File: src/rtl/art_map.svh
// offsets, field positions, reset values and timing counts of the auto-reload timer
`ifndef ART_MAP_SVH
`define ART_MAP_SVH

// register addresses on the special function register port
`define ART_ADDR_CTRL 8'hc8
`define ART_ADDR_RELOAD_LOW 8'hca
`define ART_ADDR_RELOAD_HIGH 8'hcb
`define ART_ADDR_COUNT_LOW 8'hcc
`define ART_ADDR_COUNT_HIGH 8'hcd

// control register bit positions
`define ART_BIT_HIGH_FLAG 7
`define ART_BIT_LOW_FLAG 6
`define ART_BIT_LOW_IRQ_EN 5
`define ART_BIT_CAPTURE_EN 4
`define ART_BIT_SPLIT 3
`define ART_BIT_RUN 2
`define ART_BIT_XCLK_HI 1
`define ART_BIT_XCLK_LO 0

// reset values
`define ART_RESET_CTRL 8'h00
`define ART_RESET_BYTE 8'h00
`define ART_BYTE_ALL_ONES 8'hff

// timing counts
`define ART_SYSTEM_CLOCK_PRESCALE 12
`define ART_RTC_DIVIDE 8

`endif

File: src/rtl/art_pkg.sv
// types shared by the auto-reload timer files
package art_pkg;

    // control register fields, msb first as they sit in the byte
    typedef struct packed {
        logic highOverflowFlag;
        logic lowOverflowFlag;
        logic lowByteIrqEnable;
        logic captureModeEnable;
        logic dual8bitSelect;
        logic runControl;
        logic [1:0] externalClockSelect;
    } art_ctrl_t;

    // external clock source codes
    typedef enum logic [1:0] {
        ART_SRC_DIV12 = 2'b00,
        ART_SRC_RTC8 = 2'b01,
        ART_SRC_NONE = 2'b10,
        ART_SRC_CMP0 = 2'b11
    } art_src_t;

    // special function register access from the cpu side
    typedef struct packed {
        logic wrEn;
        logic rdEn;
        logic bitWrEn;
        logic [7:0] addr;
        logic [7:0] wrData;
        logic [2:0] bitSel;
        logic bitVal;
    } art_sfr_req_t;

endpackage : art_pkg

File: src/rtl/art_timer.sv
// auto-reload 16-bit / dual 8-bit timer with capture, on the sfr port
`timescale 1ns/1ns
`include "art_map.svh"
module art_timer #(
    parameter int PRESCALE = `ART_SYSTEM_CLOCK_PRESCALE,
    parameter int RTC_DIVIDE = `ART_RTC_DIVIDE
) (
    // clock and reset
    mclk,
    sys_rst,
    // special function register port
    sfrReq,
    sfrRdData,
    // clock select and interrupt enable bits held in other registers
    highByteSysclkSelect,
    lowByteSysclkSelect,
    timerIrqEnable,
    // event sources
    rtcClockIn,
    comparator0In,
    // interrupt request and status
    timerIrq,
    countValue
);
    input wire logic mclk;
    input wire logic sys_rst;
    input wire art_pkg::art_sfr_req_t sfrReq;
    output logic [7:0] sfrRdData;
    input wire logic highByteSysclkSelect;
    input wire logic lowByteSysclkSelect;
    input wire logic timerIrqEnable;
    input wire logic rtcClockIn;
    input wire logic comparator0In;
    output logic timerIrq;
    output logic [15:0] countValue;

    localparam int PRE_W = $clog2(PRESCALE);
    localparam int RTC_W = $clog2(RTC_DIVIDE);
    localparam logic [PRE_W-1:0] PRE_LAST = PRE_W'(PRESCALE - 1);
    localparam logic [RTC_W-1:0] RTC_LAST = RTC_W'(RTC_DIVIDE - 1);

    ////////////////////////////////////////////////////////////////////////////
    // elaboration checks

    // dividers below two would collapse into the plain system clock path
    if (PRESCALE < 2) begin : g_bad_prescale
        $error("art_timer: PRESCALE must be at least 2");
    end
    if (RTC_DIVIDE < 2) begin : g_bad_rtc_divide
        $error("art_timer: RTC_DIVIDE must be at least 2");
    end

    ////////////////////////////////////////////////////////////////////////////
    // state

    art_pkg::art_ctrl_t ctrl_q;
    art_pkg::art_ctrl_t ctrl_d;
    logic [7:0] countLow_q;
    logic [7:0] countLow_d;
    logic [7:0] countHigh_q;
    logic [7:0] countHigh_d;
    logic [7:0] reloadLow_q;
    logic [7:0] reloadHigh_q;
    logic [PRE_W-1:0] preCnt_q;
    logic [RTC_W-1:0] rtcCnt_q;
    logic [7:0] rdData_q;
    logic irq_q;

    logic rtcEdge;
    logic cmpEdge;
    logic div12Tick;
    logic rtc8Tick;
    logic extTick;
    logic lowTick;
    logic highTick;
    logic lowInc;
    logic highInc;
    logic lowWrap;
    logic highWrap;
    logic fullWrap;
    logic captureStrobe;
    logic setHighFlag;
    logic setLowFlag;
    logic [7:0] ctrlWritten;

    ////////////////////////////////////////////////////////////////////////////
    // helpers

    // one address compare used by every register
    function automatic logic hits(input art_pkg::art_sfr_req_t req, input logic [7:0] addr);
        hits = req.wrEn && (req.addr == addr);
    endfunction : hits

    // byte that is all ones wraps on the next increment
    function automatic logic atTop(input logic [7:0] value);
        atTop = (value == `ART_BYTE_ALL_ONES);
    endfunction : atTop

    ////////////////////////////////////////////////////////////////////////////
    // event synchronisers

    art_edge_sync u_rtc_sync (
        .mclk(mclk),
        .sys_rst(sys_rst),
        .levelIn(rtcClockIn),
        .risePulse(rtcEdge)
    );

    art_edge_sync u_cmp_sync (
        .mclk(mclk),
        .sys_rst(sys_rst),
        .levelIn(comparator0In),
        .risePulse(cmpEdge)
    );

    ////////////////////////////////////////////////////////////////////////////
    // clock dividers

    // free-running system clock prescaler, one enable pulse per period
    always_ff @(posedge mclk or posedge sys_rst) begin
        if (sys_rst) begin
            preCnt_q <= '0;
        end else if (preCnt_q == PRE_LAST) begin
            preCnt_q <= '0;
        end else begin
            preCnt_q <= preCnt_q + PRE_W'(1);
        end
    end

    // counts synchronised rtc edges; the same pulse clocks and captures
    always_ff @(posedge mclk or posedge sys_rst) begin
        if (sys_rst) begin
            rtcCnt_q <= '0;
        end else if (rtcEdge) begin
            rtcCnt_q <= (rtcCnt_q == RTC_LAST) ? '0 : rtcCnt_q + RTC_W'(1);
        end
    end

    assign div12Tick = (preCnt_q == PRE_LAST);
    assign rtc8Tick = rtcEdge && (rtcCnt_q == RTC_LAST);

    ////////////////////////////////////////////////////////////////////////////
    // count source selection

    // reserved code gives no ticks at all
    always_comb begin
        case (art_pkg::art_src_t'(ctrl_q.externalClockSelect))
            art_pkg::ART_SRC_DIV12: extTick = div12Tick;
            art_pkg::ART_SRC_RTC8: extTick = rtc8Tick;
            art_pkg::ART_SRC_CMP0: extTick = cmpEdge;
            art_pkg::ART_SRC_NONE: extTick = 1'b0;
            default: extTick = 1'b0;
        endcase
    end

    // the 16-bit count follows the low byte select
    assign lowTick = lowByteSysclkSelect | extTick;
    assign highTick = highByteSysclkSelect | extTick;

    ////////////////////////////////////////////////////////////////////////////
    // increment and overflow decode

    always_comb begin
        if (ctrl_q.dual8bitSelect) begin
            lowInc = lowTick;
            highInc = ctrl_q.runControl & highTick;
            lowWrap = lowInc & atTop(countLow_q);
            highWrap = highInc & atTop(countHigh_q);
            fullWrap = 1'b0;
        end else begin
            lowInc = ctrl_q.runControl & lowTick;
            lowWrap = lowInc & atTop(countLow_q);
            highInc = lowWrap;
            highWrap = highInc & atTop(countHigh_q);
            fullWrap = highWrap;
        end
    end

    // capture source: bit 1 of the external field, rtc when clear
    assign captureStrobe = ctrl_q.captureModeEnable
        & (ctrl_q.externalClockSelect[`ART_BIT_XCLK_HI] ? cmpEdge : rtc8Tick);

    assign setHighFlag = highWrap | captureStrobe;
    assign setLowFlag = lowWrap;

    ////////////////////////////////////////////////////////////////////////////
    // counter bytes

    // in 16-bit capture mode the reload bytes hold captures, so overflow wraps to zero
    always_comb begin
        countLow_d = countLow_q;
        if (hits(sfrReq, `ART_ADDR_COUNT_LOW)) begin
            countLow_d = sfrReq.wrData;
        end else if (lowWrap) begin
            if (ctrl_q.dual8bitSelect) begin
                countLow_d = reloadLow_q;
            end else if (fullWrap && !ctrl_q.captureModeEnable) begin
                countLow_d = reloadLow_q;
            end else begin
                countLow_d = `ART_RESET_BYTE;
            end
        end else if (lowInc) begin
            countLow_d = countLow_q + 8'h01;
        end
    end

    always_comb begin
        countHigh_d = countHigh_q;
        if (hits(sfrReq, `ART_ADDR_COUNT_HIGH)) begin
            countHigh_d = sfrReq.wrData;
        end else if (highWrap) begin
            if (ctrl_q.dual8bitSelect || !ctrl_q.captureModeEnable) begin
                countHigh_d = reloadHigh_q;
            end else begin
                countHigh_d = `ART_RESET_BYTE;
            end
        end else if (highInc) begin
            countHigh_d = countHigh_q + 8'h01;
        end
    end

    always_ff @(posedge mclk or posedge sys_rst) begin
        if (sys_rst) begin
            countLow_q <= `ART_RESET_BYTE;
            countHigh_q <= `ART_RESET_BYTE;
        end else begin
            countLow_q <= countLow_d;
            countHigh_q <= countHigh_d;
        end
    end

    ////////////////////////////////////////////////////////////////////////////
    // reload bytes

    // a capture in the same cycle as a software write wins, so no event is lost
    always_ff @(posedge mclk or posedge sys_rst) begin
        if (sys_rst) begin
            reloadLow_q <= `ART_RESET_BYTE;
            reloadHigh_q <= `ART_RESET_BYTE;
        end else if (captureStrobe) begin
            reloadLow_q <= countLow_q;
            reloadHigh_q <= countHigh_q;
        end else begin
            if (hits(sfrReq, `ART_ADDR_RELOAD_LOW)) begin
                reloadLow_q <= sfrReq.wrData;
            end
            if (hits(sfrReq, `ART_ADDR_RELOAD_HIGH)) begin
                reloadHigh_q <= sfrReq.wrData;
            end
        end
    end

    ////////////////////////////////////////////////////////////////////////////
    // control register

    // byte write or single-bit write, then hardware sets on top
    always_comb begin
        ctrlWritten = ctrl_q;
        if (hits(sfrReq, `ART_ADDR_CTRL)) begin
            ctrlWritten = sfrReq.wrData;
        end else if (sfrReq.bitWrEn && (sfrReq.addr == `ART_ADDR_CTRL)) begin
            ctrlWritten[sfrReq.bitSel] = sfrReq.bitVal;
        end
        ctrl_d = art_pkg::art_ctrl_t'(ctrlWritten);
        // only software ever clears a flag; a set in the clear cycle wins
        ctrl_d.highOverflowFlag = ctrlWritten[`ART_BIT_HIGH_FLAG] | setHighFlag;
        ctrl_d.lowOverflowFlag = ctrlWritten[`ART_BIT_LOW_FLAG] | setLowFlag;
    end

    always_ff @(posedge mclk or posedge sys_rst) begin
        if (sys_rst) begin
            ctrl_q <= art_pkg::art_ctrl_t'(`ART_RESET_CTRL);
        end else begin
            ctrl_q <= ctrl_d;
        end
    end

    ////////////////////////////////////////////////////////////////////////////
    // interrupt request

    // level request follows the sticky flags, one cycle after a set
    always_ff @(posedge mclk or posedge sys_rst) begin
        if (sys_rst) begin
            irq_q <= 1'b0;
        end else begin
            irq_q <= timerIrqEnable & (ctrl_q.highOverflowFlag
                | (ctrl_q.lowByteIrqEnable & ctrl_q.lowOverflowFlag));
        end
    end

    ////////////////////////////////////////////////////////////////////////////
    // read data

    // registered read, one cycle after the read strobe; unmapped reads zero
    always_ff @(posedge mclk or posedge sys_rst) begin
        if (sys_rst) begin
            rdData_q <= `ART_RESET_BYTE;
        end else if (sfrReq.rdEn) begin
            case (sfrReq.addr)
                `ART_ADDR_CTRL: rdData_q <= ctrl_q;
                `ART_ADDR_COUNT_LOW: rdData_q <= countLow_q;
                `ART_ADDR_COUNT_HIGH: rdData_q <= countHigh_q;
                `ART_ADDR_RELOAD_LOW: rdData_q <= reloadLow_q;
                `ART_ADDR_RELOAD_HIGH: rdData_q <= reloadHigh_q;
                default: rdData_q <= `ART_RESET_BYTE;
            endcase
        end
    end

    assign sfrRdData = rdData_q;
    assign timerIrq = irq_q;
    assign countValue = {countHigh_q, countLow_q};

endmodule : art_timer

File: src/rtl/art_edge_sync.sv
// two-flop synchroniser with a one-cycle rising edge strobe
`timescale 1ns/1ns
module art_edge_sync (
    // clock and reset
    input wire logic mclk,
    input wire logic sys_rst,
    // raw level from another clock or analog source
    input wire logic levelIn,
    // one-cycle strobe per rising edge
    output logic risePulse
);

    logic meta_q;
    logic sync_q;
    logic prev_q;

    // the first flop is read only by the second
    always_ff @(posedge mclk or posedge sys_rst) begin
        if (sys_rst) begin
            meta_q <= 1'b0;
            sync_q <= 1'b0;
            prev_q <= 1'b0;
        end else begin
            meta_q <= levelIn;
            sync_q <= meta_q;
            prev_q <= sync_q;
        end
    end

    // edge taken from the settled stages only, so one strobe per edge
    assign risePulse = sync_q & ~prev_q;

endmodule : art_edge_sync

File: config.mk
export PLATFORM = sky130hd
export DESIGN_NAME = art_timer
export DESIGN_NICKNAME = d
export VERILOG_FILES = /design/src/rtl/art_pkg.sv /design/src/rtl/art_timer.sv /design/src/rtl/art_edge_sync.sv
export VERILOG_INCLUDE_DIRS = /design/src /design/src/rtl
export SDC_FILE = /design/constraint.sdc
export NUM_CORES = 1
export LEC_CHECK = 0
export ABC_AREA = 1
export BUFFER_PORTS_ARGS = -buffer_cell sky130_fd_sc_hd__buf_2
export CAP_MARGIN = 25
export CORE_MARGIN = 2
export CORE_UTILIZATION = 40
export CTS_CLUSTER_SIZE = 25
export DETAILED_ROUTE_END_ITERATION = 12
export GPL_TIMING_DRIVEN = 0
export HOLD_SLACK_MARGIN = 0.1
export PLACE_DENSITY_LB_ADDON = 0.12
export SYNTH_ARGS = -nofsm -noshare
export SYNTH_HDL_FRONTEND = slang
export SYNTH_SLANG_ARGS = --single-unit
File: constraint.sdc
create_clock -name mclk -period 3.8 [get_ports mclk]
set_input_delay 0.19 -clock mclk [delete_from_list [all_inputs] [get_ports mclk]]
set_output_delay 0.19 -clock mclk [all_outputs]
set_load 0.005 [all_outputs]
# Word-level counts from Yosys, hierarchy flattened
# Cells that the tools add are included.
# totals
register_bits,62
in_bits,30
out_inout_bits,25
word_cells,103
# classes
add_sub_neg,4
n_lt_le_gt_ge,2
eq_ne,12
mux,28
bitwise_logic,19
reduce_logical,17
# op_table
cell,count
$mux W8,15
$eq A8 B8 Y1 const B,7
$pmux W8 S5,1
$add A8 B1 Y8 const B,2
$and A1 B1 Y1,11
$logic_and A1 B1 Y1,9
$bwmux W8,1
$mux W1,7
$or A1 B1 Y1,6
$reduce_bool A2 Y1,3
$reduce_bool A3 Y1,2
$add A4 B1 Y4 const B,1
$eq A2 B2 Y1 const B,2
$eq A4 B4 Y1 const B,1
$lt A3 B4 Y1 const B,1
$mux W4,1
$pmux W1 S4,1
$add A3 B1 Y3 const B,1
$demux W1 S3,1
$eq A3 B3 Y1 const B,1
$ge A3 B1 Y1 const B,1
$mux W3,1
$eq A2 B1 Y1 const B,1
$logic_not A2 Y1,1
3 further kinds,4

# Depth between registers and ports, before layout
# depth
word_depth,14
mapped_depth,12

# Modules after synthesis
# Synthesis repeated with hierarchy kept, for this count alone.
# hier_totals
cells_unflattened,552
hier_area_um2,3922.5
# modules_own_cells
mod,n_inst,cells_per_inst,area_per_inst_um2,seq_area_each_um2
art_timer,1,540,3744.8,1401.3
art_edge_sync,2,6,88.8,75.1

# Worst setup path after synthesis
# Ideal clock, no wire load.
# synth_timing
path_kind,register -> register
startpoint,reg rtcCnt_q[0]
endpoint,reg reloadLow_q[0]
setup_ns,0.134
arrival_ns,1.518
required_ns,3.666
slack_ns,2.148
stages_incl_launch_ff,10
synth_period_minus_slack_ns,1.652
path_cell_list,dfrtp_1 ha_1 ha_1 inv_1 o31ai_1 nand2_1 clkinv_2 buf_6 nand2_1 o211ai_1
# synth_between
elab_chain_len,5
elab_cells_between_ends,6
cone_classes,1 x eq/ne; 2 x mux; 1 x bitwise; 2 x reduce/logical
# synth_rtl
element,line,rtl
from (decl),art_timer.sv:65,logic [RTC_W-1:0] rtcCnt_q;
from (signal assigned),art_timer.sv:135,rtcCnt_q <= (rtcCnt_q == RTC_LAST) ? '0 : rtcCnt_q + RTC_W'(1);
$eq A3 B3 Y1 (*),art_timer.sv:140,assign rtc8Tick = rtcEdge && (rtcCnt_q == RTC_LAST);
$logic_and A1 B1 Y1 (*),art_timer.sv:140,
$mux W1 (*),art_timer.sv:181,& (ctrl_q.externalClockSelect[`ART_BIT_XCLK_HI] ? cmpEdge : rtc8Tick);
$and A1 B1 Y1 (*),art_timer.sv:180,assign captureStrobe = ctrl_q.captureModeEnable
$mux W8 / $reduce_bool A2 Y1 (equally long branches),-,
to (signal assigned),art_timer.sv:238,reloadLow_q <= `ART_RESET_BYTE;
to (signal assigned),art_timer.sv:241,reloadLow_q <= countLow_q;
to (signal assigned),art_timer.sv:245,reloadLow_q <= sfrReq.wrData;
to (decl),art_timer.sv:62,logic [7:0] reloadLow_q;
# Mark *: on every way between the ends. The rest lies on a longest branch, timed or not.
# A chain may end at the register's enable or synchronous reset.

# Worst setup path in the final report
# layout_timing
startpoint,reg rtcCnt_q[0]
endpoint,reg reloadHigh_q[4]
# layout_between
elab_chain_len,5
elab_cells_between_ends,6
cone_classes,1 x eq/ne; 2 x mux; 1 x bitwise; 2 x reduce/logical
# layout_rtl
element,line,rtl
$eq A3 B3 Y1 (*),art_timer.sv:140,
$logic_and A1 B1 Y1 (*),art_timer.sv:140,
$mux W1 (*),art_timer.sv:181,
$and A1 B1 Y1 (*),art_timer.sv:180,
$mux W8 / $reduce_bool A2 Y1 (equally long branches),-,
to (signal assigned),art_timer.sv:239,reloadHigh_q <= `ART_RESET_BYTE;
to (signal assigned),art_timer.sv:242,reloadHigh_q <= countHigh_q;
to (signal assigned),art_timer.sv:248,reloadHigh_q <= sfrReq.wrData;
to (decl),art_timer.sv:63,logic [7:0] reloadHigh_q;
# Marks and branches as above.

==> results.yml <==
run_status:
  status: "completed"
die:
  core_area_um2: 9770
  die_width_um: 104
  die-area_um2: 10900
  rows: 36
  pin_count: 55
  dieHeight_um: 104
  start_util_pct: 41.1
power_and_ir_drop:
  combinationalPowerShare_pct: 22.1
  p_int_mw: 1.31
  sw_frac_of_total_pct: 35.3
  clockPowerShare_pct: 30.9
  ir_drop_mv: 0.264
  p_per_area_nw_per_um2: 430
  p_switching_uw: 717
  seqPwrFrac_pct: 47.0
  leakage_nw: 2.42
synthesis:
  netlist_area_um2: 4020
  ys_types: 41
  synth_edf_count: 0
  synth.avg_cell_area_um2: 7.39
  syn_inst: 544
  synth_flop_cell: "dfrtp_1"
  synth_seq_cells: 62
  async_reset_ff_share_pct: 100
  yosys_warnings: 0
  syn_nets: 579
  yosysSeqAreaShare_pct: 38.6
routing:
  drc: 0
  antenna_left: 0
  finalWirelength_mm: 12.5
  dr.pass1.iters: 5
  routedWlPerCell_um: 16.6
  vias: 3902
  viasPerCell: 5.19
  drtIter0Drc: 302
grt:
  grt_pass1_wl_mm: 20.5
  overflow: 0
  grt_pass1_vias: 3867
  track_usage_pct: 24.2
  grt_max_degree: 39
  antenna_found_initial: 0
clock_tree:
  htree_num_levels: 3
  holdBufCountCts: 4
  cts_sinks: 62
  clockBufferDepth: 2
  cts_tree: "built"
  root_buffer: "clkbuf_8"
  cts_resized: 0
  path_clk_slew_ns: 0.08
  clock_latency_ns: 0.36
  cts_buffers: 9
  cts_setup_buffers: 0
setup_path:
  endpoint_kind: "flip-flop"
  crit_type: "flip-flop to flip-flop"
  cp_slowest_cell: "dfrtp_1"
  required_ns: 4.07
  start_kind: "flip-flop"
  max_stage_delay_ns: 0.38
  arrival_ns: 2.40
  path_max_fanout: 10
  path_cells: "ha_1 -> ha_1 -> inv_1 -> o31ai_1 -> nand2_1 -> clkinv_2 -> buf_6 -> nand2_1 -> o211ai_1"
timing:
  rsz0062_at_grt: "no"
  max-slew-margin-rel_pct: 63.5
  tns_ns: 0
  tightest_slew_ns: 0.547
  setup_viol: 0
  finalMaxSlewViolations: 0
  hold_viol_final: 0
  finalCriticalPeriod_ns: 2.13
  fin_ws_ns: 1.67
  max_freq_mhz: 470
  skew_ns: 0.0102
  fin_crit_sh_pct: 56.0
place:
  dp_hpwl_mm: 9.52
  io_buffers: 54
  place_congestion: 0.890
  detailedPlace.worstSlack_ns: 1.68
final_layout:
  area_growth_pct: 17.5
  multiInputGateArea_um2: 2140
  antennaDiodeCount: 0
  fillers: 1010
  nNetsFinal: 649
  seq_area_um2: 1550
  drive_gt1_share_pct: 20.0
min_path:
  hold_path_class: "primary input to flip-flop"
flow_run:
  cap_violations: 0
-- stage by stage --
step | hold slack, ns | util, % | instance area (um^2) | power, mW | cells
6_report | 0.158 | 48.3 | 4730 | 2.03 | 752
5_1_grt | 0.179 | 48.3 | 4730 | 2.16 | 752
4_1_cts | 0.160 | 48.3 | 4730 | 2.04 | 752
3_5_place_dp | 0.277 | 45.8 | 4480 | 1.41 | 732
3_3_place_gp | 0.297 | 45.6 | 4460 | 1.39 | 731
2_1_floorplan | 0.221 | - | 4020 | 1.21 | 544
-- final cells by class --
type                       count  area share (%)
clock inverter                 6            1.48
timing repair buffer          59            6.99
inverter                      70            5.59
buffer                         8            1.35
sequential                    62            32.8
tap                          133            3.52
clock buffer                  10            2.91
multi-input combinational    404            45.3
-- cell usage after synthesis (all sizes together) (2+ instances only) --
cell type	count	share of area (%)
a21oi	15	2.3
a31oi	3	0.47
buf	7	1.5
clkinv	2	0.22
dfrtp	62	39
ha	5	1.6
inv	68	6.3
nand2	167	16
nand3	56	8.0
nand4	14	2.9
nor2	70	8.1
nor3	12	2.2
o211ai	22	4.6
o21ai	21	2.6
o22ai	3	0.47
xor2	8	1.7
-- layout by cell type (no fill, tap or decap), types with 4 or more instances in the layout --
master / count
xor2_1: 8
inv_1: 58
nand3_1: 51
nor3_1: 9
nand4_1: 12
dfrtp_1: 62
nand2_1: 160
o211ai_1: 18
ha_1: 5
o211ai_2: 4
o21ai_0: 21
nor2_2: 4
nor2_4: 5
clkbuf_8: 10
dlygate4sd3_1: 4
buf_2: 57
nor2_1: 60
inv_2: 10
a21oi_1: 12
nand2_2: 4
buf_6: 4
-- kinds of logic (layout without fill, tap and decap cells) --
kind of cell / count (synthesis) / in the layout / share of synthesized area [%]
simple gates: 320 / 320 / 37.8
buf+inv: 78 / 153 / 8.15
compound gates: 70 / 70 / 12.0
flops: 62 / 62 / 38.6
xor+xnor: 9 / 9 / 1.96
fa+ha+maj: 5 / 5 / 1.56
-- power groups by stage --
stage	logic [mW]	clock network, mW	registers (mW)
3_5_place_dp	0.447	0	0.963
3_3_place_gp	0.432	0	0.957
2_1_floorplan	0.309	0	0.905
6_report	0.450	0.627	0.954
5_1_grt	0.511	0.673	0.973
4_1_cts	0.452	0.636	0.949
-- sequential cells by signal (all words and copies together) (netlist names) --
name	cells
countHigh_q	8
countLow_q	8
ctrl_q	8
reloadHigh_q	8
reloadLow_q	8
sfrRdData	8
preCnt_q	4
rtcCnt_q	3
timerIrq	1
u_cmp_sync.meta_q	1
u_cmp_sync.prev_q	1
u_cmp_sync.sync_q	1
u_rtc_sync.meta_q	1
u_rtc_sync.prev_q	1
u_rtc_sync.sync_q	1
-- per-layer routing --
layer	share of wire [%]	global-route usage [%]
met1	48	36.0
met2	42	34.6
met3	7.0	4.51
met4	3.1	9.17
met5	0	0
-- critical path, delay by kind of cell, from the launching register on --
family                     cells  cell delay, ns
and+or+nand+nor                2            0.39
AOI/OAI and AO/OA              2            0.43
adders and majority gates      2            0.36
DFF                            1            0.38
buffers and inverters          3            0.48
-- final timing paths --
kind | slack, ns | startpoint | cells past startpoint | endpoint
max reg2reg | 1.67 | rtcCnt_q[0] | 9 | reloadHigh_q[4]
max in group asynchronous | 2.76 | sys_rst | 4 | countHigh_q[2]
min | 0.16 | sfrReq[10] | 3 | reloadHigh_q[6]
min in group asynchronous | 0.42 | sys_rst | 3 | ctrl_q[0]
max | 1.67 | rtcCnt_q[0] | 9 | reloadHigh_q[4]
min reg2reg | 0.34 | u_cmp_sync.meta_q | 0 | u_cmp_sync.sync_q
(Power assumes the default switching activity.)
